$ cat src/pba_regs.vh
`ifndef PBA_REGS_VH
`define PBA_REGS_VH

// Register byte addresses.
`define PBA_OFS_MISC 12'h2C0
`define PBA_OFS_ARB 12'h2C4
`define PBA_OFS_IRQ_STAT 12'h2C8
`define PBA_OFS_IRQ_MASK 12'h2CC

// Miscellaneous control fields.
`define PBA_MISC_RETRY_MAX 11:8
`define PBA_MISC_EXT_CYC 7
`define PBA_MISC_CFG_MAP 6
`define PBA_MISC_MISALIGN 5
`define PBA_MISC_ERR_TERM 4
`define PBA_MISC_RETRY_EN 3
`define PBA_MISC_DPAR_EN 2
`define PBA_MISC_APAR_EN 1
`define PBA_MISC_PAR_SENSE 0
`define PBA_MISC_WMASK 32'h00000FFF
`define PBA_MISC_RESET 32'h00000070

// Arbiter control fields.
`define PBA_ARB_REQ_EN 19:17
`define PBA_ARB_PRIO 11:8
`define PBA_ARB_REQ_SAMPLE_DELAY 3
`define PBA_ARB_PARK 2
`define PBA_ARB_PARK_SEL 1:0
`define PBA_ARB_WMASK 32'h000E0F0F
`define PBA_ARB_RESET 32'h00000000
`define PBA_EN_BOOT_PROC 3'h1
`define PBA_EN_BOOT_HOST 3'h0

// Interrupt status bits.
`define PBA_IRQ_W 5
`define PBA_IRQ_APAR 0
`define PBA_IRQ_DPAR 1
`define PBA_IRQ_MISALIGN 2
`define PBA_IRQ_CFG_ABORT 3
`define PBA_IRQ_RETRY 4

`endif
$ cat src/pba_arbiter.v
// The APB register port and the register offsets are this design's own decisions.
`timescale 1ns/1ps
`include "pba_regs.vh"

// Functional notes
// - Misaligned transfers are accepted only while the misaligned-accept bit is 1.
// - Transfer-error is never driven while error termination is disabled.
// - Address retry is driven only while retry is enabled, and then on every retry condition.
// - Retry covers register write clash, register read during config load, posted write with no buffer and host-bus reads.
// - Prefetched data is kept only when retry and the image's prefetch keep are both enabled.
// - Data parity is checked only while data parity checking is enabled, off after reset.
// - Address parity is checked only while address parity checking is enabled, off after reset.
// - Generated parity is always driven during master writes and slave reads.
// - The parity sense bit selects odd parity at 0 and even parity at 1, for generation and checks.
// - An external master's requests are seen only while its request enable is set.
// - Request enables reset to all zero on host-bus boot and to master 1 only on processor boot.
// - The bridge and each external master have a priority bit, and high priority wins.
// - Requests are sampled one clock after transfer start, or two when the delay bit is set.
// - With no requests the bus parks on the last grantee, or on the selected master when park is set.
// - Park select 0 is the bridge itself and 1 to 3 are external masters 1 to 3.
// - A config master-abort returns all ones when mapped, else transfer-error if enabled.
module pba_arbiter
(
    // APB slave.
    input wire pclk,
    input wire presetn,
    input wire psel,
    input wire penable,
    input wire pwrite,
    input wire [11:0] paddr,
    input wire [31:0] pwdata,
    output reg [31:0] prdata,
    output wire pready,
    output reg pslverr,
    output wire irq,
    // Boot strap, high for host-bus boot.
    input wire powerup_boot_select,
    // Arbitration.
    input wire transfer_start_n,
    input wire bridge_req,
    input wire [2:0] ext_master_request_n,
    output wire [2:0] ext_master_grant_n,
    output wire bridge_grant,
    // Slave address tenure.
    input wire slv_start,
    input wire slv_misaligned,
    input wire slv_reg_write,
    input wire other_if_reg_write,
    input wire slv_reg_read,
    input wire cfg_load_busy,
    input wire slv_posted_write,
    input wire post_buf_free,
    input wire slv_host_read,
    input wire prefetch_retain_en,
    output reg misalign_accept,
    output reg addr_retry_n,
    output reg bus_error_term_n,
    output wire prefetch_keep,
    // Config cycle master-abort.
    input wire cfg_abort,
    output reg cfg_all_ones,
    // Parity checking.
    input wire addr_valid,
    input wire [31:0] addr_in,
    input wire [3:0] addr_par_in,
    input wire data_valid,
    input wire [31:0] data_in,
    input wire [3:0] data_par_in,
    // Parity generation.
    input wire drive_valid,
    input wire [31:0] drive_data,
    output reg [3:0] par_out,
    output reg par_oe
);

    // ****************************************************************
    // Helpers
    // ****************************************************************

    function [3:0] par_gen;
        input [31:0] d;
        input even;
        integer i;
        begin
            for (i = 0; i < 4; i = i + 1)
                par_gen[i] = ^d[i*8 +: 8] ^ ~even;
        end
    endfunction

    // Round robin pick among req, starting after last.
    function [1:0] rr_pick;
        input [3:0] req;
        input [1:0] last;
        reg [1:0] idx;
        integer k;
        reg found;
        begin
            rr_pick = last;
            found = 1'b0;
            for (k = 1; k < 5; k = k + 1)
            begin
                idx = last + k[1:0];
                if (!found && req[idx])
                begin
                    rr_pick = idx;
                    found = 1'b1;
                end
            end
        end
    endfunction

    // ****************************************************************
    // Registers
    // ****************************************************************

    reg [31:0] misc_q;
    reg [31:0] arb_q;
    reg [`PBA_IRQ_W-1:0] stat_q;
    reg [`PBA_IRQ_W-1:0] mask_q;
    reg [`PBA_IRQ_W-1:0] stat_rd_q;
    reg strap_done_q;
    reg [`PBA_IRQ_W-1:0] ev;

    wire setup = psel & ~penable;
    wire access = psel & penable;
    wire wr = access & pwrite;
    wire hit = (paddr == `PBA_OFS_MISC) | (paddr == `PBA_OFS_ARB) |
        (paddr == `PBA_OFS_IRQ_STAT) | (paddr == `PBA_OFS_IRQ_MASK);

    assign pready = 1'b1;
    assign irq = |(stat_q & mask_q);

    always @(posedge pclk or negedge presetn)
    begin
        if (!presetn)
        begin
            prdata <= 32'h00000000;
            pslverr <= 1'b0;
            stat_rd_q <= {`PBA_IRQ_W{1'b0}};
        end
        else
        begin
            pslverr <= setup & ~hit;
            stat_rd_q <= {`PBA_IRQ_W{1'b0}};
            if (setup)
            begin
                prdata <= 32'h00000000;
                case (paddr)
                    `PBA_OFS_MISC: prdata <= misc_q;
                    `PBA_OFS_ARB: prdata <= arb_q;
                    `PBA_OFS_IRQ_STAT:
                    begin
                        prdata[`PBA_IRQ_W-1:0] <= stat_q;
                        stat_rd_q <= pwrite ? {`PBA_IRQ_W{1'b0}} : stat_q;
                    end
                    `PBA_OFS_IRQ_MASK: prdata[`PBA_IRQ_W-1:0] <= mask_q;
                    default: prdata <= 32'h00000000;
                endcase
            end
        end
    end

    always @(posedge pclk or negedge presetn)
    begin
        if (!presetn)
        begin
            misc_q <= `PBA_MISC_RESET;
            arb_q <= `PBA_ARB_RESET;
            mask_q <= {`PBA_IRQ_W{1'b0}};
            stat_q <= {`PBA_IRQ_W{1'b0}};
            strap_done_q <= 1'b0;
        end
        else
        begin
            // The strap is caught on the first edge after release.
            strap_done_q <= 1'b1;
            if (!strap_done_q)
                arb_q[`PBA_ARB_REQ_EN] <= powerup_boot_select ?
                    `PBA_EN_BOOT_HOST : `PBA_EN_BOOT_PROC;
            else if (wr && paddr == `PBA_OFS_ARB)
                arb_q <= pwdata & `PBA_ARB_WMASK;
            if (wr && paddr == `PBA_OFS_MISC)
                misc_q <= pwdata & `PBA_MISC_WMASK;
            if (wr && paddr == `PBA_OFS_IRQ_MASK)
                mask_q <= pwdata[`PBA_IRQ_W-1:0];
            // Only bits seen by the read are cleared, and a new event wins.
            if (access && !pwrite && paddr == `PBA_OFS_IRQ_STAT)
                stat_q <= (stat_q & ~stat_rd_q) | ev;
            else
                stat_q <= stat_q | ev;
        end
    end

    wire err_term_en = misc_q[`PBA_MISC_ERR_TERM];
    wire retry_en = misc_q[`PBA_MISC_RETRY_EN];
    wire even = misc_q[`PBA_MISC_PAR_SENSE];

    // ****************************************************************
    // Slave controls
    // ****************************************************************

    wire retry_cond = (slv_reg_write & other_if_reg_write) |
        (slv_reg_read & cfg_load_busy) |
        (slv_posted_write & ~post_buf_free) |
        slv_host_read;
    wire do_retry = slv_start & retry_en & retry_cond;
    wire mis_ok = misc_q[`PBA_MISC_MISALIGN];
    wire mis_rej = slv_start & ~do_retry & slv_misaligned & ~mis_ok;
    wire apar_err = addr_valid & misc_q[`PBA_MISC_APAR_EN] &
        (addr_par_in != par_gen(addr_in, even));
    wire dpar_err = data_valid & misc_q[`PBA_MISC_DPAR_EN] &
        (data_par_in != par_gen(data_in, even));
    wire cfg_map = misc_q[`PBA_MISC_CFG_MAP];

    assign prefetch_keep = retry_en & prefetch_retain_en;

    always @*
    begin
        ev = {`PBA_IRQ_W{1'b0}};
        ev[`PBA_IRQ_APAR] = apar_err;
        ev[`PBA_IRQ_DPAR] = dpar_err;
        ev[`PBA_IRQ_MISALIGN] = mis_rej;
        ev[`PBA_IRQ_CFG_ABORT] = cfg_abort;
        ev[`PBA_IRQ_RETRY] = do_retry;
    end

    always @(posedge pclk or negedge presetn)
    begin
        if (!presetn)
        begin
            misalign_accept <= 1'b0;
            addr_retry_n <= 1'b1;
            bus_error_term_n <= 1'b1;
            cfg_all_ones <= 1'b0;
            par_out <= 4'h0;
            par_oe <= 1'b0;
        end
        else
        begin
            misalign_accept <= slv_start & ~do_retry & slv_misaligned & mis_ok;
            addr_retry_n <= ~do_retry;
            cfg_all_ones <= cfg_abort & cfg_map;
            // Errors go out on the bus only when enabled; status always, irq only when unmasked.
            bus_error_term_n <= ~(err_term_en &
                (mis_rej | dpar_err | (cfg_abort & ~cfg_map)));
            par_oe <= drive_valid;
            if (drive_valid)
                par_out <= par_gen(drive_data, even);
        end
    end

    // ****************************************************************
    // Arbiter
    // ****************************************************************

    reg ts_d1_q;
    reg ts_d2_q;
    reg busy_q;
    reg [3:0] grant_q;
    reg [1:0] last_q;
    reg [3:0] req;
    reg [3:0] hi;
    reg [1:0] pick;
    wire ts = ~transfer_start_n;
    wire dly = arb_q[`PBA_ARB_REQ_SAMPLE_DELAY];
    wire [3:0] prio = arb_q[`PBA_ARB_PRIO];
    wire sample = dly ? ts_d2_q : ts_d1_q;

    assign bridge_grant = grant_q[0];
    assign ext_master_grant_n = ~grant_q[3:1];

    always @*
    begin
        req = {~ext_master_request_n & arb_q[`PBA_ARB_REQ_EN], bridge_req};
        hi = req & prio;
        if (|hi)
            pick = rr_pick(hi, last_q);
        else
            pick = rr_pick(req, last_q);
        if (~|req)
            pick = arb_q[`PBA_ARB_PARK] ? arb_q[`PBA_ARB_PARK_SEL] : last_q;
    end

    // Between a transfer start and its sample point the grant is frozen.
    always @(posedge pclk or negedge presetn)
    begin
        if (!presetn)
        begin
            ts_d1_q <= 1'b0;
            ts_d2_q <= 1'b0;
            busy_q <= 1'b0;
            grant_q <= 4'h1;
            last_q <= 2'h0;
        end
        else
        begin
            ts_d1_q <= ts;
            ts_d2_q <= ts_d1_q;
            if (ts)
                busy_q <= 1'b1;
            else if (sample)
                busy_q <= 1'b0;
            if ((!busy_q && !ts) || sample)
            begin
                grant_q <= 4'h1 << pick;
                if (|req)
                    last_q <= pick;
            end
        end
    end

endmodule

$ cat config.mk
export PLATFORM = sky130hd
export DESIGN_NAME = pba_arbiter
export DESIGN_NICKNAME = d
export VERILOG_FILES = /design/src/pba_arbiter.v
export VERILOG_INCLUDE_DIRS = /design/src
export SDC_FILE = /design/constraint.sdc
export NUM_CORES = 1
export LEC_CHECK = 0
export ABC_CLOCK_PERIOD_IN_PS = 4100
export BUFFER_PORTS_ARGS = -buffer_cell sky130_fd_sc_hd__buf_2
export CAP_MARGIN = 5
export CORE_AREA = 2 2 99 101
export DETAILED_ROUTE_END_ITERATION = 10
export DIE_AREA = 0 0 101 103
export PLACE_DENSITY = 0.84
export SYNTH_ARGS = -nofsm -noshare
export SYNTH_HDL_FRONTEND = slang
export SYNTH_SLANG_ARGS = --single-unit
$ cat constraint.sdc
create_clock -name pclk -period 4.1 [get_ports pclk]
set_input_delay 0.41 -clock pclk [delete_from_list [all_inputs] [get_ports pclk]]
set_output_delay 0.41 -clock pclk [all_outputs]
set_load 0.005 [all_outputs]
==> out/qor.yml, run 1 <==
status: "complete, no violations"
cp_common_cell: "nor4_4"
die_h_um: 103
grt_overflow: 0
yosysMostFrequentCell: "xnor2_1"
worstSetupEndpointType: "flip-flop"
synth_edf_count: 0
switching_share_pct: 28.0
avgSynthCellArea_um2: 10.7
area_growth_pct: 26.0
whs_path_depth: 2
cts_setup_buffers: 0
slew_viol_final: 0
rr_startpoint: "arb_q[19]$_DFFE_PN0P_"
cts_buffers: 9
core_area_um2: 9460
cp.required_ns: 4.33
power_frac_seq_pct: 42.3
cts_tree: "yes"
clock_latency_ns: 0.35
drive_gt1_share_pct: 41.3
startpoint_type: "input port"
clock-sinks: 73
rsz0062_at_grt: "false"
tightest_slew_ns: 1.10
cts-htree-levels: 3
cts.path.max_buffers: 2
yosys_warnings: 0
fin_crit_ns: 2.13
track_usage_pct: 19.1
max_stage_delay_ns: 0.81
slowest_stage: "nor4_4"
critPathBufInv: 1
clock_skew_ns: 0.0119
p_clk_share_pct: 33.5
hold_ws_ns: 0.220
drc: 0
io_pins: 222
hold_class: "in -> reg"
p_leak_nw: 2.70
netlist_area_um2: 4520
wl_per_cell_um: 14.0
p_sw_mw: 0.523
dpl.hpwl_mm: 8.34
wl_mm: 10.1
port_buffers: 186
antenna_found_initial: 0
maxCapViolCount: 0
ant_nets: 0
comb_power_share_pct: 24.2
min_period_over_period_pct: 52.0
syn_inst: 424
drt_first_pass_iters: 5
clkSlewWorstSetupHoldPaths_ns: 0.09
synth_top_area_share_pct: 37.1
cp_max_fo: 13
gp_congestion: 0.843
fmax_ghz: 0.469
rows: 36
timing.rr.end: "grant_q[3]$_DFFE_PN0P_"
cp_top_family: "simple AND/OR/NAND/NOR gates"
vias_per_cell: 5.08
slew_headroom_pct: 26.4
reg2regPathDepth: 5
nNetsFinal: 780
power.internal_mw: 1.35
hold_start: "powerup_boot_select"
drtIter0Drc: 112
cts_resized: 0
r2r_setup_slack_ns: 2.05
postCtsHoldBufs: 0
vias: 3686
peakVddDrop_uv: 156
initial_utilization_pct: 47.8
path_cells: "buf_2 -> nor4_4 -> nand4_4 -> nor4_4 -> mux2_2"
yosysTopAreaCell: "dfrtp_1"
hold_end: "arb_q[17]$_DFFE_PN0P_"
final_hold_viol_count: 0
synth-main-ff-cell: "dfrtp_1"
fin_util_pct: 60.1
ys_seq_area_share_pct: 40.6
dieWidth_um: 101
cts-root-buf: "clkbuf_8"
ys_seq_elements: 73
dieArea_um2: 10400
synthTopCellsByCount: "xnor2_1, dfrtp_1, nand2_1"
grt_pass1_wl_mm: 15.5
netlist-cell-type-count: 60
grt_max_degree: 51
power_density_nw_per_um2: 329
cp.arrival_ns: 2.36
critPathKind: "in -> reg"
async_reset_ff_share_pct: 100
diodes: 0
setup_violations: 0
n_fill_cell: 843
finalSetupTns_ns: 0
first_global_vias: 3471
netlist_top_cells_area: "dfrtp_1, xnor2_1, mux2_2"
[through the flow]
step                total power, mW  instance area, um2  std cells  setup slack [ns]
floorplan                      1.10                4580        441              2.18
global placement               1.25                5470        710              1.62
detailed placement             1.26                5470        710              1.57
CTS                            1.89                5690        726              1.94
global route                   1.97                5690        726              1.79
finish                         1.87                5690        726              1.97
[worst max-delay path by stage]
stage / startpoint / to / slack (ns) / cells after the start
final: paddr[1] / misc_q[7]$_DFFE_PN0P_ / 1.97 / 5
after global routing: arb_q[19]$_DFFE_PN0P_ / grant_q[3]$_DFFE_PN0P_ / 1.79 / 5
after CTS: paddr[1] / misc_q[7]$_DFFE_PN0P_ / 1.94 / 5
after detailed placement: paddr[1] / misc_q[9]$_DFFE_PN0P_ / 1.57 / 5
after global placement: paddr[1] / misc_q[11]$_DFFE_PN0P_ / 1.62 / 5
after floorplan: paddr[8] / misc_q[10]$_DFFE_PN0P_ / 2.18 / 5
[state kept, by name (all words and copies together), names as in the netlist]
name	cells
mask_q	5
misc_q	12
prdata	15
busy_q	1
par_out	4
addr_retry_n	1
stat_rd_q	5
stat_q	5
strap_done_q	1
par_oe	1
last_q	2
ts_d1_q	1
grant_q	4
bus_error_term_n	1
arb_q	11
pslverr	1
ts_d2_q	1
cfg_all_ones	1
misalign_accept	1
[logic make-up after synthesis]
| kind of cell | after synthesis | share of synthesized area, % |
|---|---|---|
| buffers and inverters | 42 | 5.18 |
| DFF | 73 | 40.6 |
| muxes | 34 | 9.39 |
| other | 2 | 0.166 |
| xor gates and xnor gates | 104 | 20.2 |
| and+or+nand+nor | 102 | 14.3 |
| AOI/OAI and AO/OA | 67 | 10.2 |
[cell usage in the layout (no fill, tap or decap), drive strengths merged, types with 2 or more instances in the layout]
| master | count |
|---|---|
| mux2i | 6 |
| clkbuf | 9 |
| buf | 187 |
| a31oi | 3 |
| nor3 | 5 |
| inv | 13 |
| o22ai | 3 |
| nor2 | 10 |
| dfstp | 6 |
| a21oi | 7 |
| nand4 | 3 |
| a22o | 2 |
| a21o | 3 |
| a32o | 2 |
| nand2 | 39 |
| bufinv | 2 |
| mux2 | 24 |
| nand3b | 4 |
| nor4 | 9 |
| nand3 | 4 |
| dfrtp | 67 |
| a21bo | 2 |
| o21ai | 19 |
| nor2b | 6 |
| conb | 19 |
| nor4b | 2 |
| o31ai | 5 |
| mux4 | 4 |
| xnor2 | 88 |
| o211ai | 2 |
| clkinv | 2 |
| nand2b | 9 |
| and2 | 7 |
| xor2 | 16 |
| a22oi | 7 |
[metal layers]
| layer | global-route usage, % | wire length (um) | vias to the layer above |
|---|---|---|---|
| li1 | - | - | 1782 |
| met1 | 22.5 | 3920 | 1743 |
| met2 | 35.4 | 5490 | 150 |
| met3 | 3.19 | 616 | 11 |
| met4 | 6.44 | 123 | 0 |
| met5 | 0 | 0 | - |
[cell type report]
cell class	instances	area, um2	share of cell area (%)
timing repair buffer	187	938	16.5
clock buffer	9	124	2.18
inverter	10	37.5	0.660
sequential	73	1830	32.2
clock inverter	7	100	1.76
multi-input combinational	326	2510	44.2
tap	114	143	2.51
[power groups by stage]
stage               Clock, mW  Combinational, mW  Sequential, mW
floorplan                   0              0.310           0.790
global placement            0              0.445           0.802
detailed placement          0              0.460           0.804
CTS                     0.638              0.461           0.791
global route            0.671              0.501           0.798
finish                  0.626              0.453           0.791
[worst reg2reg max path: cells and delay by family, from the launching register on]
kind,cells,cell delay [ns]
and+or+nand+nor,4,1.32
AOI/OAI and AO/OA,1,0.20
DFF,1,0.47
Power figures use the tool's default switching activity.
==> inputs of run 2 (changes only) <==
==> config.mk (replaced) <==
export PLATFORM = sky130hd
export DESIGN_NAME = pba_arbiter
export DESIGN_NICKNAME = d
export VERILOG_FILES = /design/src/pba_arbiter.v
export VERILOG_INCLUDE_DIRS = /design/src
export SDC_FILE = /design/constraint.sdc
export NUM_CORES = 1
export LEC_CHECK = 0
export ABC_AREA = 1
export ABC_CLOCK_PERIOD_IN_PS = 2100
export BUFFER_PORTS_ARGS = -buffer_cell sky130_fd_sc_hd__buf_2
export CAP_MARGIN = 5
export CORE_AREA = 2 2 106 108
export DETAILED_ROUTE_END_ITERATION = 10
export DIE_AREA = 0 0 108 110
export PLACE_DENSITY = 0.8
export SYNTH_ARGS = -nofsm -noshare
export SYNTH_HDL_FRONTEND = slang
export SYNTH_SLANG_ARGS = --single-unit
==> constraint.sdc (replaced) <==
create_clock -name pclk -period 2.1 [get_ports pclk]
set_input_delay 0.21 -clock pclk [delete_from_list [all_inputs] [get_ports pclk]]
set_output_delay 0.21 -clock pclk [all_outputs]
set_load 0.005 [all_outputs]
==> run 2 against run 1 <==
Against the previous run:
- die area up 14%
- clock-buffer cell count unchanged
- sequential power up 100%
- critical endpoint is now grant_q[1]$_DFFE_PN0P_
- worst hold slack worse by 0.20 ns
==> out/qor.yml, run 2 <==
wl_per_cell_um: 12.7
yosysMostFrequentCell: "nand2_1"
dieArea_um2: 11900
synth_edf_count: 0
track_usage_pct: 21.7
worstSetupEndpointType: "flip-flop"
initial_utilization_pct: 47.3
vias: 4815
area_growth_pct: 27.3
gp_congestion: 0.863
cp_top_family: "simple AND/OR/NAND/NOR gates"
clock_latency_ns: 0.36
grt_max_degree: 38
drtIter0Drc: 259
largest_register_ffs: 15
port_buffers: 186
core_area_um2: 10700
vias_per_cell: 4.81
drt_first_pass_iters: 5
drive_gt1_share_pct: 31.3
die_h_um: 110
slowest_stage: "dfrtp_2"
ys_seq_area_share_pct: 36.2
hold_class: "in -> reg"
place_area_um2: 6120
status: "complete, no violations"
fin_util_pct: 60.2
cts.path.max_buffers: 2
nNetsFinal: 1030
cts-htree-levels: 3
synth-main-ff-cell: "dfrtp_1"
netlist_top_cells_area: "dfrtp_1, nand2_1, xnor2_1"
p_leak_nw: 3.50
cp.required_ns: 2.40
top_regs: "prdata: 15 flops, misc_q: 12 flops, arb_q: 11 flops"
cts_buffers: 9
clock-sinks: 73
grt_pass1_wl_mm: 20.0
setup_violations: 0
syn_inst: 655
dpl.hpwl_mm: 10.1
path_cells: "buf_4 -> nand2_1 -> nand2_2 -> nand3_1 -> nand2_1 -> nand3_1 -> nand2_1 -> nand3_1 -> nand3_1 -> nand2_1 -> nor2_1 -> nand2_1 -> nand2_1"
rows: 38
maxCapViolCount: 0
cp_common_cell: "nand2_1"
routed-wl-met3_um: 780
ant_nets: 0
synth_top_area_share_pct: 33.1
final_cell_mix: "nand2_1, buf_2, inv_1"
clkSlewWorstSetupHoldPaths_ns: 0.09
peakVddDrop_uv: 374
critPathBufInv: 1
grt_overflow: 0
synthTopCellsByCount: "nand2_1, inv_1, dfrtp_1"
diodes: 0
cts_tree: "yes"
yosys_warnings: 0
fmax_ghz: 0.534
wl_met1_mm: 5.06
layout_commonest_cell: "nand2_1"
netlist-cell-type-count: 43
startpoint_type: "flip-flop"
clock_skew_ns: 0.0130
dieWidth_um: 108
yosysTopAreaCell: "dfrtp_1"
cp_max_fo: 7
first_global_vias: 4459
cts-root-buf: "clkbuf_8"
met2_length_mm: 6.64
max_stage_delay_ns: 0.48
io_pins: 222
min_period_over_period_pct: 89.2
drc: 0
antenna_found_initial: 0
slew_headroom_pct: 58.8
final_cell_area_um2: 6440
cp.arrival_ns: 2.18
ys_seq_elements: 73
async_reset_ff_share_pct: 100
regMostFlops: "prdata"
wl_mm: 12.7
finalSetupTns_ns: 0
avgSynthCellArea_um2: 7.73
slew_viol_final: 0
critPathKind: "reg -> reg"
tightest_slew_ns: 0.618
fin_crit_ns: 1.87
final_hold_viol_count: 0
power_density_nw_per_um2: 766
top_layer: "met4"
netlist_area_um2: 5060
[run 2: cell types whose count changed in the layout (fill, tap and decap cells not counted), sizes merged, moves of 23 or more]
| cell | before | now |
|---|---|---|
| inv | 13 | 75 |
| nand2 | 39 | 201 |
| nand3 | 4 | 62 |
| o21ai | 19 | 50 |
| xnor2 | 88 | 57 |
| xor2 | 16 | 39 |
[run 2: metal layers]
layer | vias up | global-route usage [%]
li1 | 2452 | -
met1 | 2146 | 25.4
met2 | 197 | 39.9
met3 | 20 | 2.94
met4 | 0 | 8.79
met5 | - | 0
[run 2: where the power goes]
| part | switching, mW | leakage (nW) | internal [mW] |
|---|---|---|---|
| combinational | 1.15 | 2.42 | 0.802 |
| clock | 0.582 | 0.126 | 0.803 |
| sequential | 0.0956 | 0.958 | 1.50 |
[run 2: final timing paths]
check / end / from / slack (ns) / cells after the start
setup / recovery: grant_q[1]$_DFFE_PN0P_ / last_q[0]$_DFFE_PN0P_ / 0.23 / 13
hold / removal: ts_d1_q$_DFF_PN0_ / transfer_start_n / 0.02 / 2
setup reg to reg: grant_q[1]$_DFFE_PN0P_ / last_q[0]$_DFFE_PN0P_ / 0.23 / 13
hold reg to reg: ts_d2_q$_DFF_PN0_ / ts_d1_q$_DFF_PN0_ / 0.38 / 0
max in group asynchronous: misc_q[6]$_DFFE_PN1P_ / presetn / 1.10 / 3
min in group asynchronous: misalign_accept$_DFF_PN0_ / presetn / 0.34 / 2
[run 2: cell families (layout without fill, tap and decap cells)]
kind of cell / after synthesis / after routing / synth area share [%]
simple gates: 305 / 305 / 27.9
buf+inv: 107 / 297 / 9.89
xor+xnor: 96 / 96 / 16.6
flops: 73 / 73 / 36.2
compound gates: 68 / 68 / 8.16
mux: 4 / 4 / 1.04
other cells: 2 / 19 / 0.148
[run 2: stage by stage]
| step | power (mW) | std cells | worst slack (ns) | hold slack (ns) |
|---|---|---|---|---|
| final | 4.94 | 1002 | 0.228 | 0.0214 |
| after CTS | 4.83 | 997 | 0.0469 | 0.0121 |
| after detailed placement | 3.44 | 979 | 0.0801 | 0.201 |
| after floorplan | 2.95 | 672 | 0.495 | -0.0856 |
| after global routing | 5.29 | 1002 | -0.00266 | 0.0224 |
| after global placement | 3.40 | 979 | 0.139 | 0.197 |
[run 2: cell type report]
type / instances / area, um2
fillers: 963 / 4250
multi-input cells: 492 / 2800
flip-flops and latches: 73 / 1840
repair buffers: 206 / 1090
inverters: 75 / 294
well taps: 140 / 175
clock inverters: 7 / 128
clock buffers: 9 / 124
[run 2: worst reg2reg max path, stage by stage, from the launching register on]
cell and delay, ns:
dfrtp_2 0.48, buf_4 0.16, nand2_1 0.07, nand2_2 0.15, nand3_1 0.11, nand2_1 0.14
nand3_1 0.11, nand2_1 0.09, nand3_1 0.07, nand3_1 0.10, nand2_1 0.08, nor2_1 0.13
nand2_1 0.07, nand2_1 0.05
[run 2: repair_timing]
item | CTS | global route
hold buffers | 2 | 0
hold endpoints to repair | 31 | 0
resized for setup | 0 | 6
setup buffers | 0 | 5
endpoints found under the setup margin | 0 | 6
==> inputs of run 3 (changes only) <==
--- a/config.mk
+++ b/config.mk
@@ -10,10 +10,12 @@
 export ABC_CLOCK_PERIOD_IN_PS = 2100
 export BUFFER_PORTS_ARGS = -buffer_cell sky130_fd_sc_hd__buf_2
 export CAP_MARGIN = 5
-export CORE_AREA = 2 2 106 108
+export CELL_PAD_IN_SITES_DETAIL_PLACEMENT = 1
+export CELL_PAD_IN_SITES_GLOBAL_PLACEMENT = 1
+export CORE_AREA = 2 2 126 128
 export DETAILED_ROUTE_END_ITERATION = 10
-export DIE_AREA = 0 0 108 110
-export PLACE_DENSITY = 0.8
+export DIE_AREA = 0 0 128 130
+export PLACE_DENSITY_LB_ADDON = 0.1
 export SYNTH_ARGS = -nofsm -noshare
 export SYNTH_HDL_FRONTEND = slang
 export SYNTH_SLANG_ARGS = --single-unit
==> constraint.sdc (replaced) <==
create_clock -name pclk -period 2.1 [get_ports pclk]
set_input_delay 0 -clock pclk [delete_from_list [all_inputs] [get_ports pclk]]
set_output_delay 0 -clock pclk [all_outputs]
set_load 0.005 [all_outputs]
==> run 3 against run 2 <==
Against the previous run:
- the flow now finishes with violations (negative hold slack)
- combinational power rose by 7%
- largest power group unchanged
- clock power up 13%
- non-clock buffer count up 21
- sequential power is essentially flat
- fmax decreased by 0.19%
- final cell count increased by 7.3%
- core utilization is 16 points lower
- sequential share of layout area shrank 1.4 points
- via count increased by 2.9%
==> out/qor.yml, run 3 (synthesized netlist as in run 2, its figures left out) <==
dpl.hpwl_mm: 12.1
dp_slack_ns: 0.0986
cts-root-buf: "clkbuf_16"
tightest_slew_ns: 0.713
finalSetupTns_ns: 0
clock_skew_ns: 0.00634
min_period_over_period_pct: 89.3
cp.arrival_ns: 2.11
rsz0062_at_grt: "false"
clock_latency_ns: 0.34
reg2regPathDepth: 12
cp_max_fo: 12
cts_tree: "yes"
rows: 46
power_density_nw_per_um2: 774
setup_violations: 0
regArea_um2: 1840
fmax_ghz: 0.533
vias: 4953
multiInputGateArea_um2: 2790
gp_congestion: 0.824
slowest_stage: "dfrtp_2"
port_buffers: 186
die_h_um: 130
hold_ws_ns: -0.00941
dieArea_um2: 16600
whs_path_depth: 5
cp-startpoint: "last_q[0]$_DFFE_PN0P_"
wl_mm: 15.1
drt_first_pass_iters: 4
grt_overflow: 0
antenna_found_initial: 0
hold_class: "in -> reg"
clkSlewWorstSetupHoldPaths_ns: 0.06
final_hold_viol_count: 1
cts.path.max_buffers: 2
dieWidth_um: 128
n_fill_cell: 1986
total_power_mw: 5.24
slew_headroom_pct: 52.4
slew_viol_final: 0
critPathKind: "reg -> reg"
diodes: 0
core_area_um2: 15400
area_growth_pct: 33.7
clock-sinks: 73
io_pins: 222
r2r_setup_slack_ns: 0.22
peakVddDrop_uv: 377
final_cell_mix: "nand2_1, buf_2, inv_1"
violations: "negative hold slack"
track_usage_pct: 18.6
top_regs: "prdata: 15 flops, misc_q: 12 flops, arb_q: 11 flops"
fin_ws_ns: 0.224
grt_max_degree: 43
cts-htree-levels: 3
fin_util_pct: 43.9
nNetsFinal: 1051
path_cells: "inv_6 -> nand2_1 -> nand2_2 -> nand3_1 -> nand2_1 -> nand3_1 -> nand3_1 -> nand3_1 -> nand3_1 -> nand2_1 -> nand2_1 -> nand2_1"
drtIter0Drc: 170
timing.rr.end: "grant_q[2]$_DFFE_PN0P_"
layout_commonest_cell: "nand2_1"
status: "finished with violations"
startpoint_type: "flip-flop"
rr_startpoint: "last_q[0]$_DFFE_PN0P_"
drc: 0
drive_gt1_share_pct: 30.5
largest_register_ffs: 15
grt_pass1_wl_mm: 24.7
cts_buffers: 9
wl_per_cell_um: 14.0
maxCapViolCount: 0
p_leak_nw: 3.61
fin_crit_ns: 1.88
vias_per_cell: 4.61
regMostFlops: "prdata"
max_stage_delay_ns: 0.48
initial_utilization_pct: 32.8
first_global_vias: 5114
cp.required_ns: 2.33
ant_nets: 0
worstSetupEndpointType: "flip-flop"
worstSetupEndpoint: "grant_q[2]$_DFFE_PN0P_"
==> run 3: cell count changes in the layout (fill, tap and decap cells not counted), sizes merged <==
cell,before,now
dlygate4sd3,2,23
bufinv,3,1
buf,203,204
clkbuf,10,11
clkinvlp,0,1
inv,75,74
==> run 3: where the power goes <==
| group | internal [mW] | leakage [nW] | total [mW] | switching (mW) |
|---|---|---|---|---|
| Sequential | 1.50 | 0.958 | 1.59 | 0.0855 |
| Clock | 0.950 | 0.145 | 1.56 | 0.607 |
| Combinational | 0.884 | 2.50 | 2.09 | 1.21 |
| Total | 3.34 | 3.61 | 5.24 | 1.90 |
==> run 3: routing by layer <==
layer  part of all wire (%)  global-route usage [%]  up-vias
met2                     51                    34.0      155
li1                       -                       -     2492
met5                      0                       0        -
met1                     43                    22.9     2289
met4                    1.5                    4.59        0
met3                    4.8                    3.12       17
==> run 3: layout make-up <==
class / instances / share of cell area [%]
Clock buffer: 11 / 3.59
Clock inverter: 5 / 0.832
Inverter: 75 / 4.31
Multi-Input combinational cell: 492 / 41.2
Sequential cell: 73 / 27.1
Tap cell: 192 / 3.55
Timing Repair Buffer: 227 / 19.4
==> run 3: how the worst min path moves through the flow <==
| stage | start | endpoint |
|---|---|---|
| 2_1_floorplan | presetn | arb_q[0]$_DFFE_PN0P_ |
| 3_3_place_gp | presetn | cfg_all_ones$_DFF_PN0_ |
| 3_5_place_dp | presetn | cfg_all_ones$_DFF_PN0_ |
| 4_1_cts | data_valid | stat_q[1]$_DFF_PN0_ |
| 5_1_grt | paddr[10] | prdata[19]$_DFFE_PN0P_ |
| 6_report | data_valid | stat_q[1]$_DFF_PN0_ |
==> run 3: stage by stage <==
stage	instance area, um2	cells
2_1_floorplan	5130	672
4_1_cts	6750	1073
3_3_place_gp	6220	1034
3_5_place_dp	6220	1034
6_report	6770	1075
5_1_grt	6770	1075
==> run 3: worst max-delay path: cells and delay by family, from the launching register on <==
family	cells	cell delay, ns
DFF	1	0.48
buffers and inverters	1	0.13
and+or+nand+nor	11	1.17
==> run 3: what timing repair did <==
item | CTS | global route
hold endpoints to repair | 56 | 0
gates resized for setup | 0 | 3
hold buffers | 23 | 0
buffers inserted | 0 | 2
setup endpoints to repair | 0 | 6
